$ cat src/rtl/rss_map.svh
// Register offsets, field layout, reset values and timing figures of the rail strobe sequencer
`ifndef RSS_MAP_SVH
`define RSS_MAP_SVH

// ----------------------------------------------------------------------------
// Register subaddresses
// ----------------------------------------------------------------------------
`define RSS_OFS_DELAY_CFG      8'h21
`define RSS_OFS_RAIL_SLOT_A    8'h22
`define RSS_OFS_RAIL_SLOT_B    8'h23
`define RSS_OFS_RSVD_CFG       8'h24
`define RSS_OFS_LINEAR_SLOT    8'h25
`define RSS_OFS_GP_SLOT        8'h26

// ----------------------------------------------------------------------------
// Reset values and writable masks
// ----------------------------------------------------------------------------
`define RSS_RST_DELAY_CFG      8'h00
`define RSS_RST_RAIL_SLOT_A    8'h98
`define RSS_RST_RAIL_SLOT_B    8'h75
`define RSS_RST_RSVD_CFG       8'h12
`define RSS_RST_LINEAR_SLOT    8'h63
`define RSS_RST_GP_SLOT        8'h03
`define RSS_MASK_DELAY_CFG     8'h81
`define RSS_MASK_RSVD_CFG      8'h33
`define RSS_MASK_FULL          8'hff

// ----------------------------------------------------------------------------
// Field positions
// ----------------------------------------------------------------------------
`define RSS_BIT_LAST_DLY_SEL   0
`define RSS_BIT_PD_FACTOR      7

// ----------------------------------------------------------------------------
// Strobe range and slot codes
// ----------------------------------------------------------------------------
`define RSS_STROBE_FIRST       4'h1
`define RSS_STROBE_LAST        4'ha
`define RSS_STROBE_PENULT      4'h9
`define RSS_SLOT_MIN           4'h3
`define RSS_SLOT_MAX           4'ha

// ----------------------------------------------------------------------------
// Timing
// ----------------------------------------------------------------------------
`define RSS_CLK_KHZ            100000
`define RSS_DLY_SHORT_MS       2
`define RSS_DLY_LONG_MS        5
`define RSS_PD_FACTOR          10
`define RSS_DLY_SHORT_CYC      (`RSS_DLY_SHORT_MS * `RSS_CLK_KHZ)
`define RSS_DLY_LONG_CYC       (`RSS_DLY_LONG_MS * `RSS_CLK_KHZ)

`endif

$ cat src/rtl/rss_pkg.sv
// Types shared by the rail strobe sequencer
package rss_pkg;

    // One-hot sequencer states
    typedef enum logic [3:0] {
        RSS_OFF  = 4'b0001,
        RSS_UP   = 4'b0010,
        RSS_ON   = 4'b0100,
        RSS_DOWN = 4'b1000
    } rss_state_t;

    // Enables of every sequenced output
    typedef struct packed {
        logic gp_out_two;
        logic gp_out_one;
        logic linear_regulator;
        logic buck_three;
        logic buckboost_rail;
        logic buck_one;
        logic buck_two;
    } rss_rail_en_t;

    // Register access port from the serial front end
    typedef struct packed {
        logic       wr;
        logic       rd;
        logic [7:0] addr;
        logic [7:0] wdata;
    } rss_reg_req_t;

    // Whole module state
    typedef struct packed {
        logic [7:0]   delay_cfg;
        logic [7:0]   rail_slot_a;
        logic [7:0]   rail_slot_b;
        logic [7:0]   sequencer_reserved_cfg;
        logic [7:0]   linear_reg_slot;
        logic [7:0]   gp_output_slot;
        logic         unlocked;
        rss_state_t   state;
        logic [3:0]   strobe;
        logic [23:0]  cnt;
        rss_rail_en_t en;
        logic         busy;
        logic [7:0]   rdata;
    } rss_state_all_t;

endpackage : rss_pkg

$ cat src/rtl/rss_sequencer.sv
// Strobe-based power sequencer with its slot configuration registers
`timescale 1ns/1ps
`include "rss_map.svh"

module rss_sequencer
    import rss_pkg::*;
#(
    parameter logic [23:0] DLY_SHORT_CYC = 24'(`RSS_DLY_SHORT_CYC),
    parameter logic [23:0] DLY_LONG_CYC  = 24'(`RSS_DLY_LONG_CYC)
) (
    input  wire logic         clk,
    input  wire logic         rst_n,
    input  wire rss_reg_req_t reg_req,
    input  wire logic         pw_unlock,
    input  wire logic         pwr_up_req,
    input  wire logic         pwr_dn_req,
    output rss_rail_en_t      rail_en,
    output logic [7:0]        reg_rdata,
    output logic              seq_busy
);

    // ------------------------------------------------------------------------
    // Helpers
    // ------------------------------------------------------------------------

    // Slot code selects this strobe only inside the sequenced range
    function automatic logic slot_hit(input logic [3:0] code, input logic [3:0] strobe);
        slot_hit = (code >= `RSS_SLOT_MIN) && (code <= `RSS_SLOT_MAX)
                   && (code == strobe);
    endfunction : slot_hit

    // Delay that follows strobe k on the way up
    function automatic logic [23:0] gap_after(input logic [3:0] k, input logic sel);
        if (k == `RSS_STROBE_PENULT) begin
            gap_after = sel ? DLY_LONG_CYC : DLY_SHORT_CYC;
        end else begin
            gap_after = DLY_SHORT_CYC;
        end
    endfunction : gap_after

    // Apply one strobe to every output, setting or clearing the matching ones
    function automatic rss_rail_en_t strobe_apply(input rss_rail_en_t en,
                                                  input logic [3:0]   k,
                                                  input logic         on,
                                                  input logic [7:0]   sa,
                                                  input logic [7:0]   sb,
                                                  input logic [7:0]   sl,
                                                  input logic [7:0]   sg);
        rss_rail_en_t r;
        r = en;
        if (slot_hit(sa[7:4], k)) r.buck_two         = on;
        if (slot_hit(sa[3:0], k)) r.buck_one         = on;
        if (slot_hit(sb[7:4], k)) r.buckboost_rail   = on;
        if (slot_hit(sb[3:0], k)) r.buck_three       = on;
        if (slot_hit(sl[3:0], k)) r.linear_regulator = on;
        if (slot_hit(sg[7:4], k)) r.gp_out_two       = on;
        if (slot_hit(sg[3:0], k)) r.gp_out_one       = on;
        strobe_apply = r;
    endfunction : strobe_apply

    // Masked byte write keeps read-only bits at their stored zeros
    function automatic logic [7:0] masked(input logic [7:0] old,
                                          input logic [7:0] wd,
                                          input logic [7:0] m);
        masked = (old & ~m) | (wd & m);
    endfunction : masked

    // ------------------------------------------------------------------------
    // State
    // ------------------------------------------------------------------------
    rss_state_all_t s_reg;
    rss_state_all_t s_next;
    logic [23:0]    gap;
    logic           wr_ok;

    // ------------------------------------------------------------------------
    // Next state
    // ------------------------------------------------------------------------
    always_comb begin
        s_next = s_reg;
        gap    = '0;
        wr_ok  = reg_req.wr && s_reg.unlocked;

        // Unlock arms one write; any write attempt disarms it, but an unlock in the same cycle wins
        if (reg_req.wr) begin
            s_next.unlocked = 1'b0;
        end
        if (pw_unlock) begin
            s_next.unlocked = 1'b1;
        end

        // Register writes
        if (wr_ok) begin
            unique case (reg_req.addr)
                `RSS_OFS_DELAY_CFG: begin
                    s_next.delay_cfg = masked(s_reg.delay_cfg, reg_req.wdata,
                                              `RSS_MASK_DELAY_CFG);
                end
                `RSS_OFS_RAIL_SLOT_A: begin
                    s_next.rail_slot_a = reg_req.wdata;
                end
                `RSS_OFS_RAIL_SLOT_B: begin
                    s_next.rail_slot_b = reg_req.wdata;
                end
                `RSS_OFS_RSVD_CFG: begin
                    s_next.sequencer_reserved_cfg = masked(s_reg.sequencer_reserved_cfg,
                                                           reg_req.wdata,
                                                           `RSS_MASK_RSVD_CFG);
                end
                `RSS_OFS_LINEAR_SLOT: begin
                    s_next.linear_reg_slot = reg_req.wdata;
                end
                `RSS_OFS_GP_SLOT: begin
                    s_next.gp_output_slot = reg_req.wdata;
                end
                default: begin
                end
            endcase
        end

        // Read data registered one cycle after the request; unmapped reads zero
        if (reg_req.rd) begin
            unique case (reg_req.addr)
                `RSS_OFS_DELAY_CFG:   s_next.rdata = s_reg.delay_cfg;
                `RSS_OFS_RAIL_SLOT_A: s_next.rdata = s_reg.rail_slot_a;
                `RSS_OFS_RAIL_SLOT_B: s_next.rdata = s_reg.rail_slot_b;
                `RSS_OFS_RSVD_CFG:    s_next.rdata = s_reg.sequencer_reserved_cfg;
                `RSS_OFS_LINEAR_SLOT: s_next.rdata = s_reg.linear_reg_slot;
                `RSS_OFS_GP_SLOT:     s_next.rdata = s_reg.gp_output_slot;
                default:              s_next.rdata = 8'h00;
            endcase
        end

        // Sequencer; slots are sampled live at each strobe
        unique case (s_reg.state)
            RSS_OFF: begin
                if (pwr_up_req) begin
                    s_next.state  = RSS_UP;
                    s_next.strobe = `RSS_STROBE_FIRST;
                    s_next.cnt    = '0;
                end
            end
            RSS_UP: begin
                if (s_reg.cnt != '0) begin
                    s_next.cnt = s_reg.cnt - 24'h000001;
                end else begin
                    s_next.en = strobe_apply(s_reg.en, s_reg.strobe, 1'b1,
                                             s_reg.rail_slot_a, s_reg.rail_slot_b,
                                             s_reg.linear_reg_slot,
                                             s_reg.gp_output_slot);
                    if (s_reg.strobe == `RSS_STROBE_LAST) begin
                        s_next.state = RSS_ON;
                    end else begin
                        // Count ends one short so a strobe lands exactly on the gap
                        s_next.cnt    = gap_after(s_reg.strobe,
                                                  s_reg.delay_cfg[`RSS_BIT_LAST_DLY_SEL])
                                        - 24'h000001;
                        s_next.strobe = s_reg.strobe + 4'h1;
                    end
                end
            end
            RSS_ON: begin
                if (pwr_dn_req) begin
                    s_next.state  = RSS_DOWN;
                    s_next.strobe = `RSS_STROBE_LAST;
                    s_next.cnt    = '0;
                end
            end
            RSS_DOWN: begin
                if (s_reg.cnt != '0) begin
                    s_next.cnt = s_reg.cnt - 24'h000001;
                end else begin
                    s_next.en = strobe_apply(s_reg.en, s_reg.strobe, 1'b0,
                                             s_reg.rail_slot_a, s_reg.rail_slot_b,
                                             s_reg.linear_reg_slot,
                                             s_reg.gp_output_slot);
                    if (s_reg.strobe == `RSS_STROBE_FIRST) begin
                        s_next.state = RSS_OFF;
                    end else begin
                        // Gap before strobe k-1 mirrors the gap after it going up
                        gap = gap_after(s_reg.strobe - 4'h1,
                                        s_reg.delay_cfg[`RSS_BIT_LAST_DLY_SEL]);
                        if (s_reg.delay_cfg[`RSS_BIT_PD_FACTOR]) begin
                            gap = 24'(gap * `RSS_PD_FACTOR);
                        end
                        s_next.cnt    = gap - 24'h000001;
                        s_next.strobe = s_reg.strobe - 4'h1;
                    end
                end
            end
            default: begin
                s_next.state = RSS_OFF;
            end
        endcase

        // Busy is registered so the output comes straight from a flop
        s_next.busy = (s_next.state == RSS_UP) || (s_next.state == RSS_DOWN);
    end

    // ------------------------------------------------------------------------
    // State register
    // ------------------------------------------------------------------------
    always_ff @(posedge clk or negedge rst_n) begin
        if (!rst_n) begin
            s_reg.delay_cfg              <= `RSS_RST_DELAY_CFG;
            s_reg.rail_slot_a            <= `RSS_RST_RAIL_SLOT_A;
            s_reg.rail_slot_b            <= `RSS_RST_RAIL_SLOT_B;
            s_reg.sequencer_reserved_cfg <= `RSS_RST_RSVD_CFG;
            s_reg.linear_reg_slot        <= `RSS_RST_LINEAR_SLOT;
            s_reg.gp_output_slot         <= `RSS_RST_GP_SLOT;
            s_reg.unlocked               <= 1'b0;
            s_reg.state                  <= RSS_OFF;
            s_reg.strobe                 <= `RSS_STROBE_FIRST;
            s_reg.cnt                    <= '0;
            s_reg.en                     <= '0;
            s_reg.busy                   <= 1'b0;
            s_reg.rdata                  <= 8'h00;
        end else begin
            s_reg <= s_next;
        end
    end

    // Outputs straight from the state flops
    assign rail_en   = s_reg.en;
    assign reg_rdata = s_reg.rdata;
    assign seq_busy  = s_reg.busy;

endmodule : rss_sequencer

$ cat config.mk
export PLATFORM = sky130hd
export DESIGN_NAME = rss_sequencer
export DESIGN_NICKNAME = d
export VERILOG_FILES = /design/src/rtl/rss_pkg.sv /design/src/rtl/rss_sequencer.sv
export VERILOG_INCLUDE_DIRS = /design/src /design/src/rtl
export SDC_FILE = /design/constraint.sdc
export NUM_CORES = 1
export LEC_CHECK = 0
export BUFFER_PORTS_ARGS = -buffer_cell sky130_fd_sc_hd__buf_2
export CORE_ASPECT_RATIO = 1.25
export CORE_MARGIN = 2
export CORE_UTILIZATION = 55
export CTS_BUF_LIST = sky130_fd_sc_hd__clkbuf_4 sky130_fd_sc_hd__clkbuf_8
export CTS_CLUSTER_SIZE = 8
export DETAILED_ROUTE_END_ITERATION = 6
export PLACE_DENSITY = 0.74
export SETUP_SLACK_MARGIN = 0.2
export SLEW_MARGIN = 0
export SYNTH_ARGS = -nofsm -noshare
export SYNTH_HDL_FRONTEND = slang
export SYNTH_SLANG_ARGS = --single-unit
$ cat constraint.sdc
create_clock -name clk -period 7.85 [get_ports clk]
set_input_delay 1.57 -clock clk [delete_from_list [all_inputs] [get_ports clk]]
set_output_delay 1.57 -clock clk [all_outputs]
set_load 0.01 [all_outputs]
==> summary.md <==
| Metric | Value |
|---|---|
| Status | complete, no violations |
| WL per Instance | 20.2 um |
| #FFs+latches synth | 87 |
| CTS buffer count | 9 |
| Post-synth EDFFs | 0 |
| First-pass GRT wire length | roughly 24000 um |
| Core Util, Final | 59.1% |
| Final worst slack | approximately 4.1 ns |
| Largest net degree at the start of global routing | 70 |
| Top cell type's share of synthesized area | 30.3% |
| RSZ-0062 raised after global routing | false |
| Top cell types by occurrence after synthesis | dfrtp_1 (69), a21oi_1 (60), nand2_1 (39) |
| Crit. End Element | flop |
| Synthesized area per cell | approximately 9.6 um2 |
| HPWL after DPL | roughly 11000 um |
| Most instantiated library cell after synthesis | dfrtp_1 |
| Vias/cell | approximately 6.5 |
| Synth Cell Area | 0.00570 mm2 |
| Ports | 39 |
| Clk sink count | between 80 and 90 |
| Worst Hold Class | flop to flop |
| Port bufs | 38 |
| Maximum clock path buffer count | 2 |
| Max_cap viols | 0 |
| F_max | roughly 260 MHz |
| Setup Fix Bufs, Post-CTS | 0 |
| Largest cells by area after synthesis | dfrtp_1 (30%), dfstp_2 (8.3%), mux2_2 (7.3%), a21oi_1 (5.3%), ha_1 (2.9%) |
| Async SR Flop Fraction | 100% |
| Finish-stage setup viols | 0 |
| Synth Flop Type | dfrtp_1 |
| Post-Place Setup Slack | a little over 4 ns |
| Final Hold Viols | 0 |
| Antenna violations before repair | 0 |
| Leakage | around 2.4 nW |
| Die area | approximately 0.011 mm2 |
| Remaining antenna violation count | 0 |
| Diodes inserted | 0 |
| GR Overflow Total | 0 |
| Startpoint types | flop |
| Routed WL | roughly 15000 um |
| Final hold slack | 0.517 ns |
| Min cycle time layout | roughly 3.8 ns |
| Slew Viols, Final | 0 |
| Starting density of the core | a little under three fifths |
| Cts hold-fix bufs | 0 |
| Layout cell share with drive strength beyond 1 | between 20% and 30% |
| Setup Total Neg Slack | 0 ns |
| Area Overhead vs Synth | 4.74% |
| Max-slew headroom | approximately a quarter |
| Final Instance Count excl. Fillers | 730 |
| TritonCTS clock tree | yes |
| Die height | ~120 um |
| Yosys cell types | 79 |
| Nets | 632 |
| GRT Resource Usage Total | around 28% |
| Post-CTS sizing | 0 |
| FF-to-FF path depth | 11 |
| DR vias | roughly 4800 |
| Sequential element share of the synthesized area | about two fifths |
| VDD IR max | between 0.1 and 0.15 mV |
| Clk_lat worst skew | ~0.38 ns |
| Post-Synthesis Net Count | 630 |
| Worst-path clk slew | roughly 0.09 ns |
| PD cells | about 260 mW/mm2 |
| Critical path required time | 8.17 ns |
| Iteration-0 DRC count of the detailed router | 266 |
| Pre-antenna DRT Iters | 5 |
| DRC Markers | 0 |
| Yosys Warn Count | 0 |
| DP Cell Count | 714 |
| Num rows | 41 |
| Cells after Synth | 594 |
| Layout Skew | 0.00776 ns |
| Crit-path max FO | 22 |
| Die X | about 95 um |
| WP data arrival | slightly above 4 ns |
| Synth area leader | dfrtp_1 |
| GP Congestion | 0.986 |
| Worst-margin pin slew | about 1.1 ns |
| Worst hold stages | 1 |
| Crit Path Class | flop to flop |
| CTS Root Cell | clkbuf_8 |
| Tcrit/Tclk final | approximately 48% |
| Max FFs per register | between 70 and 80 |
| Core Box Area | 0.0101 mm2 |
| # H-tree levels | 3 |
| Number of global-route vias before repair | ~4700 |
cell type report:
class | instances | area, um2
inverters | 20 | 77.6
fillers | 866 | 4140
repair buffers | 43 | 230
multi-input cells | 435 | 3100
flip-flops and latches | 87 | 2200
clock inverters | 7 | 72.6
clock buffers | 9 | 124
well taps | 129 | 161
path summary, 6_finish.rpt:
| path | startpoint | to | slack [ns] |
|---|---|---|---|
| min | s_reg[65] | s_reg[65] | 0.52 |
| max reg2reg | s_reg[41] | s_reg[26] | 4.07 |
| max | s_reg[41] | s_reg[26] | 4.07 |
| min reg2reg | s_reg[65] | s_reg[65] | 0.52 |
| min in group asynchronous | rst_n | s_reg[22] | 1.05 |
| max in group asynchronous | rst_n | reg_rdata[6] | 5.67 |
critical path: stages, from the launching register on:
cell and delay [ns]:
dfrtp_1 0.80, clkinv_1 0.47, ha_1 0.35, nor4bb_1 0.34, o21ai_2 0.13, and2_1 0.32
inv_1 0.18, ha_1 0.22, nor3_1 0.08, or3_1 0.31, a221o_1 0.37, a21oi_2 0.14
placed cells by master (no fill, tap or decap), drive strengths merged, types with 4 or more instances in the layout:
cell / instances
inv: 19
o22ai: 7
a22oi: 10
a31oi: 9
nand2b: 10
dfstp: 18
o211ai: 11
a221o: 5
a21oi: 61
clkbuf: 9
o21a: 4
and3: 5
nor3: 25
o31a: 7
or3: 4
nand4: 5
buf: 43
o31ai: 5
xnor2: 12
nor4b: 5
dfrtp: 69
mux2: 37
o21ai: 35
nor4: 11
clkinv: 5
mux2i: 16
ha: 13
nand3: 21
nand2: 40
nor2: 29
metal layers:
layer  share of wire (%)  wire [um]  GRT usage [%]
met4                 4.3        633           14.8
met2                  52       7700           47.1
met1                  39       5720           33.7
met3                 4.7        690           3.65
met5                   0          0              0
report_power, final:
group          internal [W]  switching [W]
Sequential         0.000514       0.000114
Clock              0.000148       0.000178
Combinational      0.000222       0.000404
through the flow:
stage / cell area [um2] / power [W]
after floorplan: 5700 / 0.00110
after global placement: 5770 / 0.00123
after detailed placement: 5770 / 0.00125
after CTS: 5970 / 0.00157
after global routing: 5970 / 0.00168
final: 5970 / 0.00158
logic make-up after synthesis:
| kind of cell | synth area share [%] |
|---|---|
| AND/OR/NAND/NOR | 19.5 |
| AO/OA/AOI/OAI | 20.0 |
| flip-flops | 38.6 |
| adder cells (fa/ha/maj) | 2.85 |
| multiplexers | 10.1 |
| XOR/XNOR | 2.00 |
| buffers and inverters | 6.94 |
Note: power is estimated with default switching activity, not from simulation.
